==> config.mk <==
export PLATFORM = sky130hd
export DESIGN_NAME = ulmc_core
export DESIGN_NICKNAME = d
export VERILOG_FILES = /design/src/core/ulmc_pkg.sv /design/src/core/ulmc_core.sv
export SDC_FILE = /design/constraint.sdc
export NUM_CORES = 1
export LEC_CHECK = 0
export BUFFER_PORTS_ARGS = -buffer_cell sky130_fd_sc_hd__buf_2
export CELL_PAD_IN_SITES_DETAIL_PLACEMENT = 0
export CELL_PAD_IN_SITES_GLOBAL_PLACEMENT = 1
export CORE_MARGIN = 1.5
export CORE_UTILIZATION = 49
export DETAILED_ROUTE_END_ITERATION = 6
export PLACE_DENSITY_LB_ADDON = 0.1
export SKIP_CTS_REPAIR_TIMING = 1
export SYNTH_ARGS = -nofsm -noshare
export SYNTH_HDL_FRONTEND = slang
export SYNTH_SLANG_ARGS = --single-unit
export TNS_END_PERCENT = 1
==> constraint.sdc <==
create_clock -name i_clk_sys -period 5.3 [get_ports i_clk_sys]
set_input_delay 1.06 -clock i_clk_sys [delete_from_list [all_inputs] [get_ports i_clk_sys]]
set_output_delay 1.06 -clock i_clk_sys [all_outputs]
set_load 0.02 [all_outputs]
==> src/core/ulmc_pkg.sv <==
/*
  ulmc_pkg: constants, register map and carrier types for one uart channel
  (line format, modem outputs, line status).
  assumes a single 250 MHz system clock and a plain byte-wide register port.
*/
package ulmc_pkg;
  // register offsets (divisor access remaps 0..2)
  localparam logic [2:0] OFS_DATA = 3'h0;
  localparam logic [2:0] OFS_IEN = 3'h1;
  localparam logic [2:0] OFS_EFC = 3'h2;
  localparam logic [2:0] OFS_LFC = 3'h3;
  localparam logic [2:0] OFS_MOC = 3'h4;
  localparam logic [2:0] OFS_LST = 3'h5;
  localparam logic [2:0] OFS_XON = 3'h6;
  localparam logic [2:0] OFS_XOFF = 3'h7;
  // line_format_control fields
  localparam int LFC_STOP = 2;
  localparam int LFC_PEN = 3;
  localparam int LFC_EVEN = 4;
  localparam int LFC_FORCE = 5;
  localparam int LFC_BRK = 6;
  localparam int LFC_DLAB = 7;
  // modem_output_control fields
  localparam int MOC_DTR = 0;
  localparam int MOC_RTS = 1;
  localparam int MOC_OP1 = 2;
  localparam int MOC_IEN = 3;
  localparam int MOC_LOOP = 4;
  localparam int MOC_XANY = 5;
  localparam int MOC_IR = 6;
  localparam int MOC_PRE = 7;
  // interrupt_enable_control and enhanced_feature_control fields
  localparam int IEN_LSI = 2;
  localparam int EFC_ENH = 4;
  localparam int EFC_ARTS = 6;
  localparam logic [7:0] MOC_ENH_MASK = 8'hE0;
  localparam logic [7:0] IEN_ENH_MASK = 8'hF0;
  localparam logic [7:0] RST_BYTE = 8'h00;
  // timing in 16x sample ticks and prescaler steps
  localparam logic [3:0] TICK_LAST = 4'hF;
  localparam logic [3:0] START_MID = 4'h7;
  localparam logic [5:0] TX_BIT_LAST = 6'h0F;
  localparam logic [5:0] STOP1_LAST = 6'h0F;
  localparam logic [5:0] STOP15_LAST = 6'h17;
  localparam logic [5:0] STOP2_LAST = 6'h1F;
  localparam logic [5:0] IR_PULSE = 6'h03;
  localparam logic [4:0] IR_STRETCH = 5'h10;
  localparam logic [1:0] PRE_LAST = 2'h3;
  localparam logic [2:0] WLEN_BASE = 3'h4;
  // receive fifo
  localparam logic [2:0] FIFO_DEPTH = 3'h4;
  localparam logic [2:0] RTS_OFF_LVL = 3'h3;

  typedef enum logic [2:0] {
    ST_IDLE = 3'b000, ST_START = 3'b001, ST_DATA = 3'b010,
    ST_PAR = 3'b011, ST_STOP = 3'b100, ST_BRK = 3'b101
  } ulmc_ser_t;

  typedef struct packed {
    logic brk;
    logic fe;
    logic pe;
    logic [7:0] data;
  } ulmc_rx_ent_t;

  typedef struct packed {
    logic [2:0] addr;
    logic [7:0] wdata;
    logic wr;
    logic rd;
  } ulmc_bus_t;

  typedef struct packed {
    logic txd;
    logic terminal_ready_n;
    logic request_to_send_n;
    logic irq;
    logic irq_oe;
    logic ring_seen;
    logic loopback_output_two_n;
  } ulmc_line_t;

  localparam ulmc_line_t LINE_RST = '{txd: 1'b1, terminal_ready_n: 1'b1,
    request_to_send_n: 1'b1, irq: 1'b0, irq_oe: 1'b0, ring_seen: 1'b0,
    loopback_output_two_n: 1'b1};

  typedef struct packed {
    logic [7:0] line_format_control;
    logic [7:0] modem_output_control;
    logic [7:0] interrupt_enable_control;
    logic [7:0] enhanced_feature_control;
    logic [7:0] divisor_low;
    logic [7:0] divisor_high;
    logic [7:0] divisor_fraction;
    logic [7:0] xon_char;
    logic [7:0] xoff_char;
    logic [1:0] pre_cnt;
    logic [15:0] baud_cnt;
    ulmc_ser_t tx_st;
    logic [7:0] transmit_holding;
    logic thr_full;
    logic [7:0] transmit_shift;
    logic [2:0] tx_bit;
    logic [5:0] tx_tcnt;
    logic tx_halt;
    ulmc_ser_t rx_st;
    logic [7:0] rx_sh;
    logic [2:0] rx_bit;
    logic [3:0] rx_tcnt;
    logic rx_pe;
    logic rx_zero;
    logic [4:0] ir_hold;
    ulmc_rx_ent_t [3:0] mem;
    logic [1:0] wr_ptr;
    logic [1:0] rd_ptr;
    logic [2:0] cnt;
    logic [2:0] err_cnt;
    logic overrun;
    logic lsi_pend;
    logic [7:0] rdata;
    ulmc_line_t line;
  } ulmc_state_t;
endpackage

==> src/core/ulmc_core.sv <==
/*
  ulmc_core: one uart channel with format control, modem outputs, line
  status, a 4-deep receive fifo with error tags and a 16x baud engine.
  assumes a plain register port (read data one cycle later) and
  serial inputs already synchronous to i_clk_sys.
*/
// Function
// - word length 5 to 8, default 5
// - stop select: 1, 1.5 or 2 bits
// - parity enable adds and checks parity
// - odd, even, mark or space parity
// - break holds transmit output low outside loopback and infrared
// - divisor access selects divisor latches
// - bit0 drives terminal ready, inverted, except in loopback
// - bit1 drives request to send, inverted, unless loopback or auto flow
// - bit2 feeds internal ring indicator in loopback
// - bit3 or select pin enables irq
// - bit4 enables internal loopback
// - xon-any resumes halted transmit
// - infrared encode and decode, idle low
// - prescaler divides clock by four
// - overrun irq now, tags at head
// - ready bit while data waits
// - overrun drops character, fifo intact
// - parity/framing flags describe head character
// - break loads one character, holds
// - holding empty set on load out
// - idle only when both stages empty
// - error summary while tagged entries remain
// - enhanced bits writable only when enabled
// - status read clears line interrupt
`timescale 1ns/10ps
`default_nettype none
module ulmc_core (
  // clock and reset
  input wire logic i_clk_sys,
  input wire logic i_resetn,
  // host register port
  input wire ulmc_pkg::ulmc_bus_t i_bus,
  output logic [7:0] o_rdata,
  // serial and modem side
  input wire logic i_rxd,
  input wire logic i_ring_indicator_in_n,
  input wire logic i_interrupt_mode_select_pin,
  output ulmc_pkg::ulmc_line_t o_line
);
  import ulmc_pkg::*;

  ulmc_state_t r_reg;
  ulmc_state_t r_next;

  // masks bits above the word length
  function automatic logic [7:0] wmask(input logic [7:0] d,
                                       input logic [1:0] wl);
    logic [7:0] m;
    m = 8'hFF >> (2'h3 - wl);
    return d & m;
  endfunction

  // parity bit for the current format
  function automatic logic par_of(input logic [7:0] d,
                                  input logic [7:0] lfc);
    logic p;
    if (lfc[LFC_FORCE]) begin
      p = ~lfc[LFC_EVEN];
    end else begin
      p = (^wmask(d, lfc[1:0])) ^ ~lfc[LFC_EVEN];
    end
    return p;
  endfunction

  always_comb begin
    logic [7:0] lfc;
    logic [7:0] moc;
    logic [7:0] ien;
    logic [7:0] efc;
    logic [15:0] div;
    logic [15:0] dm1;
    logic pre_tick;
    logic tick;
    logic dlab;
    logic enh;
    logic loop;
    logic ir;
    logic txb;
    logic rxl;
    logic done;
    logic c_fe;
    logic c_brk;
    logic swfc;
    logic do_push;
    logic hv;
    logic [2:0] wlast;
    logic [5:0] stop_last;
    logic [7:0] lst;
    ulmc_rx_ent_t head;
    ulmc_rx_ent_t ent;
    ulmc_rx_ent_t nhead;
    r_next = r_reg;
    lfc = r_reg.line_format_control;
    moc = r_reg.modem_output_control;
    ien = r_reg.interrupt_enable_control;
    efc = r_reg.enhanced_feature_control;
    div = {r_reg.divisor_high, r_reg.divisor_low};
    dm1 = (div == 16'h0000) ? 16'h0000 : div - 16'h0001;
    dlab = lfc[LFC_DLAB];
    enh = efc[EFC_ENH];
    loop = moc[MOC_LOOP];
    ir = moc[MOC_IR];
    wlast = WLEN_BASE + {1'b0, lfc[1:0]};
    stop_last = ~lfc[LFC_STOP] ? STOP1_LAST :
                (lfc[1:0] == 2'h0) ? STOP15_LAST : STOP2_LAST;
    txb = 1'b1;
    rxl = 1'b1;
    done = 1'b0;
    c_fe = 1'b0;
    c_brk = 1'b0;
    do_push = 1'b0;
    swfc = efc[1:0] != 2'h0;
    ent = '0;
    head = r_reg.mem[r_reg.rd_ptr];
    hv = r_reg.cnt != 3'h0;

    r_next.pre_cnt = r_reg.pre_cnt + 2'h1;
    pre_tick = moc[MOC_PRE] ? (r_reg.pre_cnt == PRE_LAST) : 1'b1;
    tick = pre_tick && (r_reg.baud_cnt >= dm1);
    if (pre_tick) begin
      r_next.baud_cnt = tick ? 16'h0000 : r_reg.baud_cnt + 16'h0001;
    end

    // transmit line bit
    case (r_reg.tx_st)
      ST_START: txb = 1'b0;
      ST_DATA: txb = r_reg.transmit_shift[r_reg.tx_bit];
      ST_PAR: txb = par_of(r_reg.transmit_shift, lfc);
      default: txb = 1'b1;
    endcase
    if (lfc[LFC_BRK]) begin
      txb = 1'b0;
    end

    if (i_rxd) begin
      r_next.ir_hold = IR_STRETCH;
    end else if (tick && r_reg.ir_hold != 5'h00) begin
      r_next.ir_hold = r_reg.ir_hold - 5'h01;
    end
    if (loop) begin
      rxl = txb;
    end else if (ir) begin
      rxl = r_reg.ir_hold == 5'h00;
    end else begin
      rxl = i_rxd;
    end

    // receiver
    if (tick) begin
      r_next.rx_tcnt = r_reg.rx_tcnt + 4'h1;
    end
    case (r_reg.rx_st)
      ST_IDLE: begin
        r_next.rx_tcnt = 4'h0;
        if (!rxl) begin
          r_next.rx_st = ST_START;
        end
      end
      ST_START: begin
        if (tick && r_reg.rx_tcnt == START_MID) begin
          r_next.rx_tcnt = 4'h0;
          r_next.rx_bit = 3'h0;
          r_next.rx_sh = 8'h00;
          r_next.rx_zero = 1'b1;
          r_next.rx_pe = 1'b0;
          r_next.rx_st = rxl ? ST_IDLE : ST_DATA;
        end
      end
      ST_DATA: begin
        if (tick && r_reg.rx_tcnt == TICK_LAST) begin
          r_next.rx_sh[r_reg.rx_bit] = rxl;
          r_next.rx_zero = r_reg.rx_zero & ~rxl;
          r_next.rx_bit = r_reg.rx_bit + 3'h1;
          if (r_reg.rx_bit == wlast) begin
            r_next.rx_st = lfc[LFC_PEN] ? ST_PAR : ST_STOP;
          end
        end
      end
      ST_PAR: begin
        if (tick && r_reg.rx_tcnt == TICK_LAST) begin
          r_next.rx_pe = rxl != par_of(r_reg.rx_sh, lfc);
          r_next.rx_zero = r_reg.rx_zero & ~rxl;
          r_next.rx_st = ST_STOP;
        end
      end
      ST_STOP: begin
        if (tick && r_reg.rx_tcnt == TICK_LAST) begin
          done = 1'b1;
          c_fe = ~rxl;
          // whole frame low is a break
          c_brk = r_reg.rx_zero & ~rxl;
          r_next.rx_st = c_brk ? ST_BRK : ST_IDLE;
        end
      end
      ST_BRK: begin
        // one break entry, then wait for mark
        if (rxl) begin
          r_next.rx_st = ST_IDLE;
        end
      end
      default: r_next.rx_st = ST_IDLE;
    endcase

    // completed character and software flow
    if (done) begin
      ent.data = c_brk ? 8'h00 : r_reg.rx_sh;
      ent.pe = r_reg.rx_pe & ~c_brk;
      ent.fe = c_fe;
      ent.brk = c_brk;
      if (swfc && ent.data == r_reg.xoff_char && !c_fe) begin
        r_next.tx_halt = 1'b1;
      end else if (swfc && ent.data == r_reg.xon_char && !c_fe) begin
        r_next.tx_halt = 1'b0;
      end else begin
        // any character resumes and is kept
        if (moc[MOC_XANY]) begin
          r_next.tx_halt = 1'b0;
        end
        do_push = 1'b1;
      end
    end

    // fifo pop on data read
    if (i_bus.rd && i_bus.addr == OFS_DATA && !dlab && hv) begin
      r_next.rd_ptr = r_reg.rd_ptr + 2'h1;
      r_next.cnt = r_reg.cnt - 3'h1;
      if (head.pe || head.fe || head.brk) begin
        r_next.err_cnt = r_reg.err_cnt - 3'h1;
      end
    end
    if (do_push) begin
      if (r_next.cnt == FIFO_DEPTH) begin
        r_next.overrun = 1'b1;
        r_next.lsi_pend = 1'b1;
      end else begin
        r_next.mem[r_reg.wr_ptr] = ent;
        r_next.wr_ptr = r_reg.wr_ptr + 2'h1;
        r_next.cnt = r_next.cnt + 3'h1;
        if (ent.pe || ent.fe || ent.brk) begin
          r_next.err_cnt = r_next.err_cnt + 3'h1;
        end
      end
    end

    // transmitter
    if (tick) begin
      r_next.tx_tcnt = r_reg.tx_tcnt + 6'h01;
    end
    case (r_reg.tx_st)
      ST_IDLE: begin
        if (tick && r_reg.tx_tcnt == TX_BIT_LAST) begin
          r_next.tx_tcnt = 6'h00;
        end
        if (r_reg.thr_full && !r_reg.tx_halt) begin
          r_next.transmit_shift = r_reg.transmit_holding;
          r_next.thr_full = 1'b0;
          r_next.tx_tcnt = 6'h00;
          r_next.tx_st = ST_START;
        end
      end
      ST_START: begin
        if (tick && r_reg.tx_tcnt == TX_BIT_LAST) begin
          r_next.tx_tcnt = 6'h00;
          r_next.tx_bit = 3'h0;
          r_next.tx_st = ST_DATA;
        end
      end
      ST_DATA: begin
        if (tick && r_reg.tx_tcnt == TX_BIT_LAST) begin
          r_next.tx_tcnt = 6'h00;
          r_next.tx_bit = r_reg.tx_bit + 3'h1;
          if (r_reg.tx_bit == wlast) begin
            r_next.tx_st = lfc[LFC_PEN] ? ST_PAR : ST_STOP;
          end
        end
      end
      ST_PAR: begin
        if (tick && r_reg.tx_tcnt == TX_BIT_LAST) begin
          r_next.tx_tcnt = 6'h00;
          r_next.tx_st = ST_STOP;
        end
      end
      ST_STOP: begin
        if (tick && r_reg.tx_tcnt == stop_last) begin
          r_next.tx_tcnt = 6'h00;
          r_next.tx_st = ST_IDLE;
        end
      end
      default: r_next.tx_st = ST_IDLE;
    endcase

    // line status image
    // status bits
    lst = {r_reg.err_cnt != 3'h0,
           ~r_reg.thr_full && r_reg.tx_st == ST_IDLE,
           ~r_reg.thr_full,
           hv & head.brk, hv & head.fe, hv & head.pe,
           r_reg.overrun, hv};

    // register read, data one cycle later
    r_next.rdata = RST_BYTE;
    if (i_bus.rd) begin
      case (i_bus.addr)
        OFS_DATA: r_next.rdata = dlab ? r_reg.divisor_low : head.data;
        OFS_IEN: r_next.rdata = dlab ? r_reg.divisor_high : ien;
        OFS_EFC: r_next.rdata = dlab ? r_reg.divisor_fraction : efc;
        OFS_LFC: r_next.rdata = lfc;
        OFS_MOC: r_next.rdata = moc;
        OFS_LST: r_next.rdata = lst;
        OFS_XON: r_next.rdata = r_reg.xon_char;
        OFS_XOFF: r_next.rdata = r_reg.xoff_char;
        default: r_next.rdata = RST_BYTE;
      endcase
      if (i_bus.addr == OFS_LST) begin
        r_next.overrun = r_next.overrun & ~r_reg.overrun;
        r_next.lsi_pend = r_next.lsi_pend & ~r_reg.lsi_pend;
        if (do_push && r_next.cnt == FIFO_DEPTH && r_reg.cnt == FIFO_DEPTH) begin
          r_next.overrun = 1'b1;
          r_next.lsi_pend = 1'b1;
        end
      end
    end

    nhead = r_next.mem[r_next.rd_ptr];
    if (r_next.cnt != 3'h0 && (r_next.rd_ptr != r_reg.rd_ptr || !hv)
        && (nhead.pe || nhead.fe || nhead.brk)) begin
      r_next.lsi_pend = 1'b1;
    end

    // register write
    if (i_bus.wr) begin
      case (i_bus.addr)
        OFS_DATA: begin
          if (dlab) begin
            r_next.divisor_low = i_bus.wdata;
          end else begin
            r_next.transmit_holding = i_bus.wdata;
            r_next.thr_full = 1'b1;
          end
        end
        OFS_IEN: begin
          if (dlab) begin
            r_next.divisor_high = i_bus.wdata;
          end else if (enh) begin
            r_next.interrupt_enable_control = i_bus.wdata;
          end else begin
            r_next.interrupt_enable_control =
              (ien & IEN_ENH_MASK) | (i_bus.wdata & ~IEN_ENH_MASK);
          end
        end
        OFS_EFC: begin
          if (!dlab) begin
            r_next.enhanced_feature_control = i_bus.wdata;
          end else if (enh) begin
            r_next.divisor_fraction = i_bus.wdata;
          end
        end
        OFS_LFC: r_next.line_format_control = i_bus.wdata;
        OFS_MOC: begin
          if (enh) begin
            r_next.modem_output_control = i_bus.wdata;
          end else begin
            r_next.modem_output_control =
              (moc & MOC_ENH_MASK) | (i_bus.wdata & ~MOC_ENH_MASK);
          end
        end
        OFS_XON: r_next.xon_char = i_bus.wdata;
        OFS_XOFF: r_next.xoff_char = i_bus.wdata;
        default: r_next.xoff_char = r_reg.xoff_char;
      endcase
    end

    // registered pins
    // infrared: short high pulse per zero
    if (loop) begin
      r_next.line.txd = ~ir;
    end else if (ir) begin
      r_next.line.txd = ~txb && (r_reg.tx_tcnt < IR_PULSE);
    end else begin
      r_next.line.txd = txb;
    end
    r_next.line.terminal_ready_n = loop | ~moc[MOC_DTR];
    // auto flow overrides request to send
    if (loop) begin
      r_next.line.request_to_send_n = 1'b1;
    end else if (efc[EFC_ARTS]) begin
      r_next.line.request_to_send_n = r_reg.cnt >= RTS_OFF_LVL;
    end else begin
      r_next.line.request_to_send_n = ~moc[MOC_RTS];
    end
    r_next.line.irq = r_reg.lsi_pend & ien[IEN_LSI];
    r_next.line.irq_oe = moc[MOC_IEN] | i_interrupt_mode_select_pin;
    r_next.line.loopback_output_two_n = ~(loop & moc[MOC_IEN]);
    r_next.line.ring_seen = loop ? moc[MOC_OP1] : ~i_ring_indicator_in_n;
  end

  // all state in one register; pins reset to mark/inactive
  always_ff @(posedge i_clk_sys) begin
    if (!i_resetn) begin
      r_reg <= '0;
      r_reg.line <= LINE_RST;
    end else begin
      r_reg <= r_next;
    end
  end

  assign o_rdata = r_reg.rdata;
  assign o_line = r_reg.line;
endmodule // ulmc_core
`default_nettype wire

# --- Yosys cells after proc, flatten, opt, wreduce, memory -nomap -nowiden ---
# Cells that the tools add are included.
word_totals:
  ff_bits: 216
  in_bits: 18
  output_inout_bits: 15
  elab_cells: 333
op_classes:
  addsub: 16
  n_lt_le_gt_ge: 10
  eq_ne: 43
  shift: 1
  n_mux: 101
  bitwise: 32
  n_reduce_logical: 74
ops:
  columns: ["op", "n"]
  rows:
  - ["2-to-1 mux 46 bit", 2]
  - ["2-to-1 mux 8 bit", 8]
  - ["case mux 8 bit (8 select lines)", 1]
  - ["2-to-1 mux 3 bit", 15]
  - ["binary-select mux 11 bit (select 2 bit)", 2]
  - ["bitwise mux 44 bit", 1]
  - ["2-to-1 mux 11 bit", 4]
  - ["2-to-1 mux 9 bit", 4]
  - ["2-to-1 mux 16 bit", 2]
  - ["2-to-1 mux 1 bit", 31]
  - ["== test 3 bit (second input constant)", 10]
  - ["2-to-1 mux 6 bit", 5]
  - ["case mux 6 bit (5 select lines)", 1]
  - ["!= test 2 bit (second input constant)", 13]
  - ["AND reduction 3 bit", 8]
  - ["demux 11 bit (select 2 bit)", 1]
  - ["logical AND 1 bit", 22]
  - ["case mux 11 bit (2 select lines)", 1]
  - ["2-to-1 mux 20 bit", 1]
  - ["== test 3 x 2 -> 1 bit (second input constant)", 6]
  - ["case mux 3 bit (6 select lines)", 1]
  - ["adder 16 x 1 -> 16 bit (second input constant)", 1]
  - ["bitwise AND 8 bit", 2]
  - ["== test 8 bit", 2]
  - ["other kinds (60)", 133]

# --- Longest topological paths before layout ---
depth:
  depth_word: 28
  ltp_mapped: 21

# --- Worst setup path before layout ---
# OpenSTA, ideal clock, no wires.
synth_path:
  path_type: "reg2reg"
  from: "register r_reg[179] (netlist bit)"
  to: "register r_reg[15] (netlist bit)"
  setup_ps: 125
  arrival_ps: 4401
  required_ps: 5175
  setup_slack_ps: 774
  stages_incl_launch_ff: 22
  path_cell_list: "dfxtp_1 clkbuf_1 nor4_1 nand3b_1 nor4_1 xor2_1 nand2_1 ha_1 a21o_1 a21oi_1 a211o_1 a2bb2oi_1 nand3_1 a21oi_4 buf_4 nor2_1 o32ai_1 a31o_2 buf_4 o31ai_1 a22oi_1 o211ai_2"
synth_between:
  elab_chain_len: 22
synth_rtl:
  columns: ["item", "line_no", "rtl"]
  rows:
  - ["from (decl)", "ulmc_core.sv:49", "ulmc_state_t r_reg;"]
  - ["from (signal assigned)", "ulmc_core.sv:410", "r_reg <= r_next;"]
  - ["subtractor 16 x 1 -> 16 bit or logical NOT 16 bit (tied branches)", "ulmc_core.sv:105", "dm1 = (div == 16'h0000) ? 16'h0000 : div - 16'h0001;"]
  - ["2-to-1 mux 16 bit *", "ulmc_core.sv:105", null]
  - [">= comparator 16 bit *", "ulmc_core.sv:126", "tick = pre_tick && (r_reg.baud_cnt >= dm1);"]
  - ["logical AND 1 bit *", "ulmc_core.sv:126", null]
  - ["logical AND 1 bit *", "ulmc_core.sv:194", "if (tick && r_reg.rx_tcnt == TICK_LAST) begin"]
  - ["2-to-1 mux 1 bit", "ulmc_core.sv:194", null]
  - ["2-to-1 mux 1 bit", "ulmc_core.sv:159", "case (r_reg.rx_st)"]
  - ["2-to-1 mux 8 bit", "ulmc_core.sv:213", "ent.data = c_brk ? 8'h00 : r_reg.rx_sh;"]
  - ["[5 not listed]", null, null]
  - ["2-to-1 mux 1 bit", "ulmc_core.sv:212", "if (done) begin"]
  - ["2-to-1 mux 8 bit", "ulmc_core.sv:238", "if (do_push) begin"]
  - ["== test 3 bit", "ulmc_core.sv:324", "if (do_push && r_next.cnt == FIFO_DEPTH && r_reg.cnt == FIFO_DEPTH) begin"]
  - ["logical AND 1 bit (2 in a row)", "ulmc_core.sv:324", null]
  - ["2-to-1 mux 2 bit", "ulmc_core.sv:324", null]
  - ["2-to-1 mux 2 bit", "ulmc_core.sv:321", "if (i_bus.addr == OFS_LST) begin"]
  - ["2-to-1 mux 10 bit", "ulmc_core.sv:309", "if (i_bus.rd) begin"]
  - ["2-to-1 mux 1 bit *", "ulmc_core.sv:332", "if (r_next.cnt != 3'h0 && (r_next.rd_ptr != r_reg.rd_ptr || !hv)"]
# Every way passes the cells marked *; elsewhere a longest branch is shown, timed or not. The select of a mux whose other input is x is not followed.
# A chain may end at the register's enable or synchronous reset.

# --- Final worst setup path ---
layout_path:
  from: "register r_reg[179] (netlist bit)"
  to: "register r_reg[38] (netlist bit)"
layout_between:
  elab_chain_len: 15
layout_rtl:
  columns: ["item", "line_no", "rtl"]
  rows:
  - ["subtractor 16 x 1 -> 16 bit or logical NOT 16 bit (tied branches)", "ulmc_core.sv:105", null]
  - ["2-to-1 mux 16 bit *", "ulmc_core.sv:105", null]
  - [">= comparator 16 bit *", "ulmc_core.sv:126", null]
  - ["logical AND 1 bit *", "ulmc_core.sv:126", null]
  - ["logical AND 1 bit *", "ulmc_core.sv:194", null]
  - ["2-to-1 mux 1 bit", "ulmc_core.sv:194", null]
  - ["2-to-1 mux 1 bit", "ulmc_core.sv:159", null]
  - ["2-to-1 mux 8 bit", "ulmc_core.sv:213", null]
  - ["== test 8 bit", "ulmc_core.sv:219", "end else if (swfc && ent.data == r_reg.xon_char && !c_fe) begin"]
  - ["logical AND 1 bit (2 in a row)", "ulmc_core.sv:219", null]
  - ["2-to-1 mux 1 bit", "ulmc_core.sv:219", null]
  - ["2-to-1 mux 1 bit", "ulmc_core.sv:217", "if (swfc && ent.data == r_reg.xoff_char && !c_fe) begin"]
  - ["2-to-1 mux 1 bit", "ulmc_core.sv:212", null]
  - ["2-to-1 mux 46 bit *", "ulmc_core.sv:238", null]
# Every way passes the cells marked *; elsewhere a longest branch is shown, timed or not.

==> key figures <==
Outcome
  • Status: complete, no violations

Route
  • Vias: 9840
  • Per-cell routed wire length: 18.9 um
  • DRC: 0
  • Detailed Route WL: 32400 um
  • Vias per std cell: 5.72
  • Antenna viol nets, final: 0
  • DR iter-0 viols: 853
  • Initial DRT Pass Iterations: 5

Place
  • Setup WS pre-CTS: 0.208 ns
  • Final GP Congestion: 0.834
  • Port Buffers: 32
  • Post-detail-place hpwl: 22700 um

STA
  • Hold slack: 0.428 ns
  • Final TNS setup: 0 ns
  • Achievable Freq: 203 MHz
  • Final Hold Viols: 0
  • Fin crit share: 92.8%
  • Slew headroom: 34.5%
  • Final min period: 4.92 ns
  • Worst Slack Setup Final: 0.380 ns
  • Setup violations, final: 0
  • Unrepaired setup endpoints after global routing: false
  • Slew @ Worst Pin: 0.979 ns
  • Pins Over Slew Limit: 0
  • Setup Skew: 0.0146 ns

GRT
  • Largest net degree at the start of global routing: 71
  • GR Util All Layers: 25.2%
  • Initial antenna violation count: 0
  • Vias in the first global route: 9110
  • Total grt overflow: 0
  • First-pass GRT wire length: 51600 um

Critical path
  • Slowest stage delay, CP: 0.48 ns
  • Worst Setup Path Type: reg2reg
  • Critical path arrival: 5.34 ns
  • Top delay family on crit path: simple AND/OR/NAND/NOR gates
  • Worst path slowest cell: nor4_2
  • CP Launch Type: register
  • Worst Path Required: 5.72 ns
  • Buf/Inv on CP: 2
  • R2r worst-path depth: 20
  • CP startpoint: r_reg[179]
  • Crit end category: register
  • Crit path max fanout: 17
  • R2r setup slk: 0.38 ns
  • Critical R2R Launch: r_reg[179]
  • Critical Path Most Common Cell: nand2_1
  • Worst R2R End: r_reg[38]
  • CP Cell Sequence: nor4_2, nand4b_1, nor4_1, xor2_1, nand2_1, ha_1, nand2_1, o21ai_0, nand4b_1, a2bb2oi_2, buf_4, nand2_1, o31a_1, o221a_2, a2111o_1, nor2_4, nor3_2, buf_4, mux2i_1, nor2b_1

Clocking
  • Worst-Skew Late Latency: 0.54 ns
  • CTS tree: built
  • Max clock buf depth: 3
  • Htree depth: 1
  • Clock Sinks: 216
  • Root buf cell: clkbuf_16
  • CTS clock-pin slew for the worst setup and hold paths: 0.06 ns
  • Total CTS buffers: 26

Floorplanning
  • Initial Utilization: 49.9%
  • CORE AREA: 24300 sq um
  • Die Area: 25700 sq um
  • Die Wd: 160 um
  • Die Ht: 160 um
  • IO Count: 33
  • Row count: 57

Power and ir drop
  • Power Density: 283 nW/um^2
  • Worst vdd ir: 0.000208 V
  • Comb pwr share: 7.6%
  • Psw: 0.000910 W
  • Clock power frac: 47.0%
  • Seq pwr share: 45.4%
  • Total internal power: 0.00281 W
  • Sw frac: 24.4%
  • P_leak: 4.72 nW

Synth
  • #FFs+latches synth: 216
  • Synth Area per Inst: 8.58 sq um
  • Post-synth ARST share: 0%
  • Post-synth EDFFs: 0
  • Syn Nets: 1468
  • Main synth FF type: dfxtp_1
  • Ys Warns: 0
  • Post-Syn Area: 12100 sq um
  • Post-synthesis cell type count: 80
  • Register area share after synthesis: 35.7%
  • Synth Instances: 1413

Flow run
  • Max-cap viol count: 0

Finish
  • # diodes: 0
  • Layout cell share with drive strength beyond 1: 9.10%
  • Largest register FFs: 201
  • Area growth from synthesis to layout: 8.50%
  • Final #Nets: 1433

Worst hold path
  • Hold path startpoint: r_reg[142]
  • Hold WC Path Type: reg2reg
  • Worst hold path depth: 1
  • Hold-critical path endpoint: r_reg[142]
## metrics by stage
step / total power, W / area, sq um / util, % / cells
floorplan: 0.00192 / 12100 / - / 1413
global placement: 0.00200 / 12300 / 50.6 / 1674
detailed placement: 0.00200 / 12300 / 50.6 / 1674
CTS: 0.00375 / 13200 / 54.1 / 1719
global route: 0.00385 / 13200 / 54.1 / 1719
finish: 0.00372 / 13200 / 54.1 / 1719
## synth_stat cells (all sizes together), types with 6 or more instances
cell type,count,area share (%)
mux4,14,2.6
mux2i,94,7.8
o31ai,8,0.50
nor2,90,2.8
a211oi,17,1.1
ha,37,3.8
nand3,59,2.5
nor3,29,1.3
nor3b,6,0.37
a31oi,18,0.93
o21ai,43,1.8
nand4,11,0.57
a21boi,72,4.5
nand2b,16,0.83
clkbuf,74,2.3
or3,8,0.45
nand3b,6,0.37
xnor2,41,3.0
a221oi,8,0.58
o21a,7,0.43
and3,13,0.67
xor2,30,2.2
and2,16,0.83
inv,31,0.96
nor4,7,0.36
dfxtp,216,36
nor2b,102,5.3
a21oi,39,1.7
mux2,12,1.1
buf,36,1.9
nand2,182,5.6
a22oi,8,0.50
## worst max-delay path by stage
stage | to | slack (ns) | cells after the start
2_1_floorplan | r_reg[15] | 0.77 | 21
3_3_place_gp | r_reg[38] | 0.36 | 20
3_5_place_dp | r_reg[38] | 0.21 | 20
4_1_cts | r_reg[38] | 0.22 | 20
5_1_grt | r_reg[41] | 0.02 | 20
6_report | r_reg[38] | 0.38 | 20
## cell families (layout without fill, tap and decap cells)
logic type	count (synthesis)	count (layout)	synth area share (%)
simple gates	563	563	23.4
compound gates	264	264	15.2
flops	216	216	35.7
buf+inv	141	123	5.16
mux	120	120	11.5
xor+xnor	72	72	5.32
fa+ha+maj	37	37	3.82
## placed cells by master (no fill, tap or decap), drive strengths merged, types with 11 or more instances in the layout
master	instances
mux2i	94
inv	31
buf	47
nor2	90
a211oi	17
ha	37
a31oi	18
nand2	182
and3	13
nor3	29
nor2b	102
dfxtp	216
nand2b	16
a21boi	72
xor2	30
xnor2	41
a21oi	39
o21ai	43
nand4	11
and2	16
clkbuf	42
nand3	59
mux2	12
mux4	14
## layout make-up
cell class	count	area, sq um
Multi-Input combinational cell	1056	7200
Clock inverter	3	20.0
Clock buffer	42	822
Tap cell	324	405
Fill cell	2331	11200
Inverter	31	116
Sequential cell	216	4320
Timing Repair Buffer	47	275
## layer usage
layer,GRT usage (%),up-vias,wire [um]
met4,5.73,0,695
met1,36.3,4701,15600
met5,0,-,0
met3,3.82,40,1680
li1,-,4845,-
met2,39.8,254,14500
## power by group through the flow
stage	sequential (W)	clock, W	combinational (W)
after floorplan	0.00171	0	0.000210
after global placement	0.00172	0	0.000276
after detailed placement	0.00172	0	0.000279
after CTS	0.00169	0.00178	0.000281
after global routing	0.00169	0.00185	0.000310
final	0.00169	0.00175	0.000282
## worst register-to-register path: stages, from the launching register on
cell and delay (ns):
dfxtp_1 0.37, nor4_2 0.48, nand4b_1 0.22, nor4_1 0.27, xor2_1 0.18, nand2_1 0.07, ha_1 0.27, nand2_1 0.06
o21ai_0 0.24, nand4b_1 0.17, a2bb2oi_2 0.29, buf_4 0.33, nand2_1 0.18, o31a_1 0.34, o221a_2 0.12, a2111o_1 0.37
nor2_4 0.31, nor3_2 0.09, buf_4 0.22, mux2i_1 0.18, nor2b_1 0.06
No activity file was read; power rests on OpenSTA's default activity.
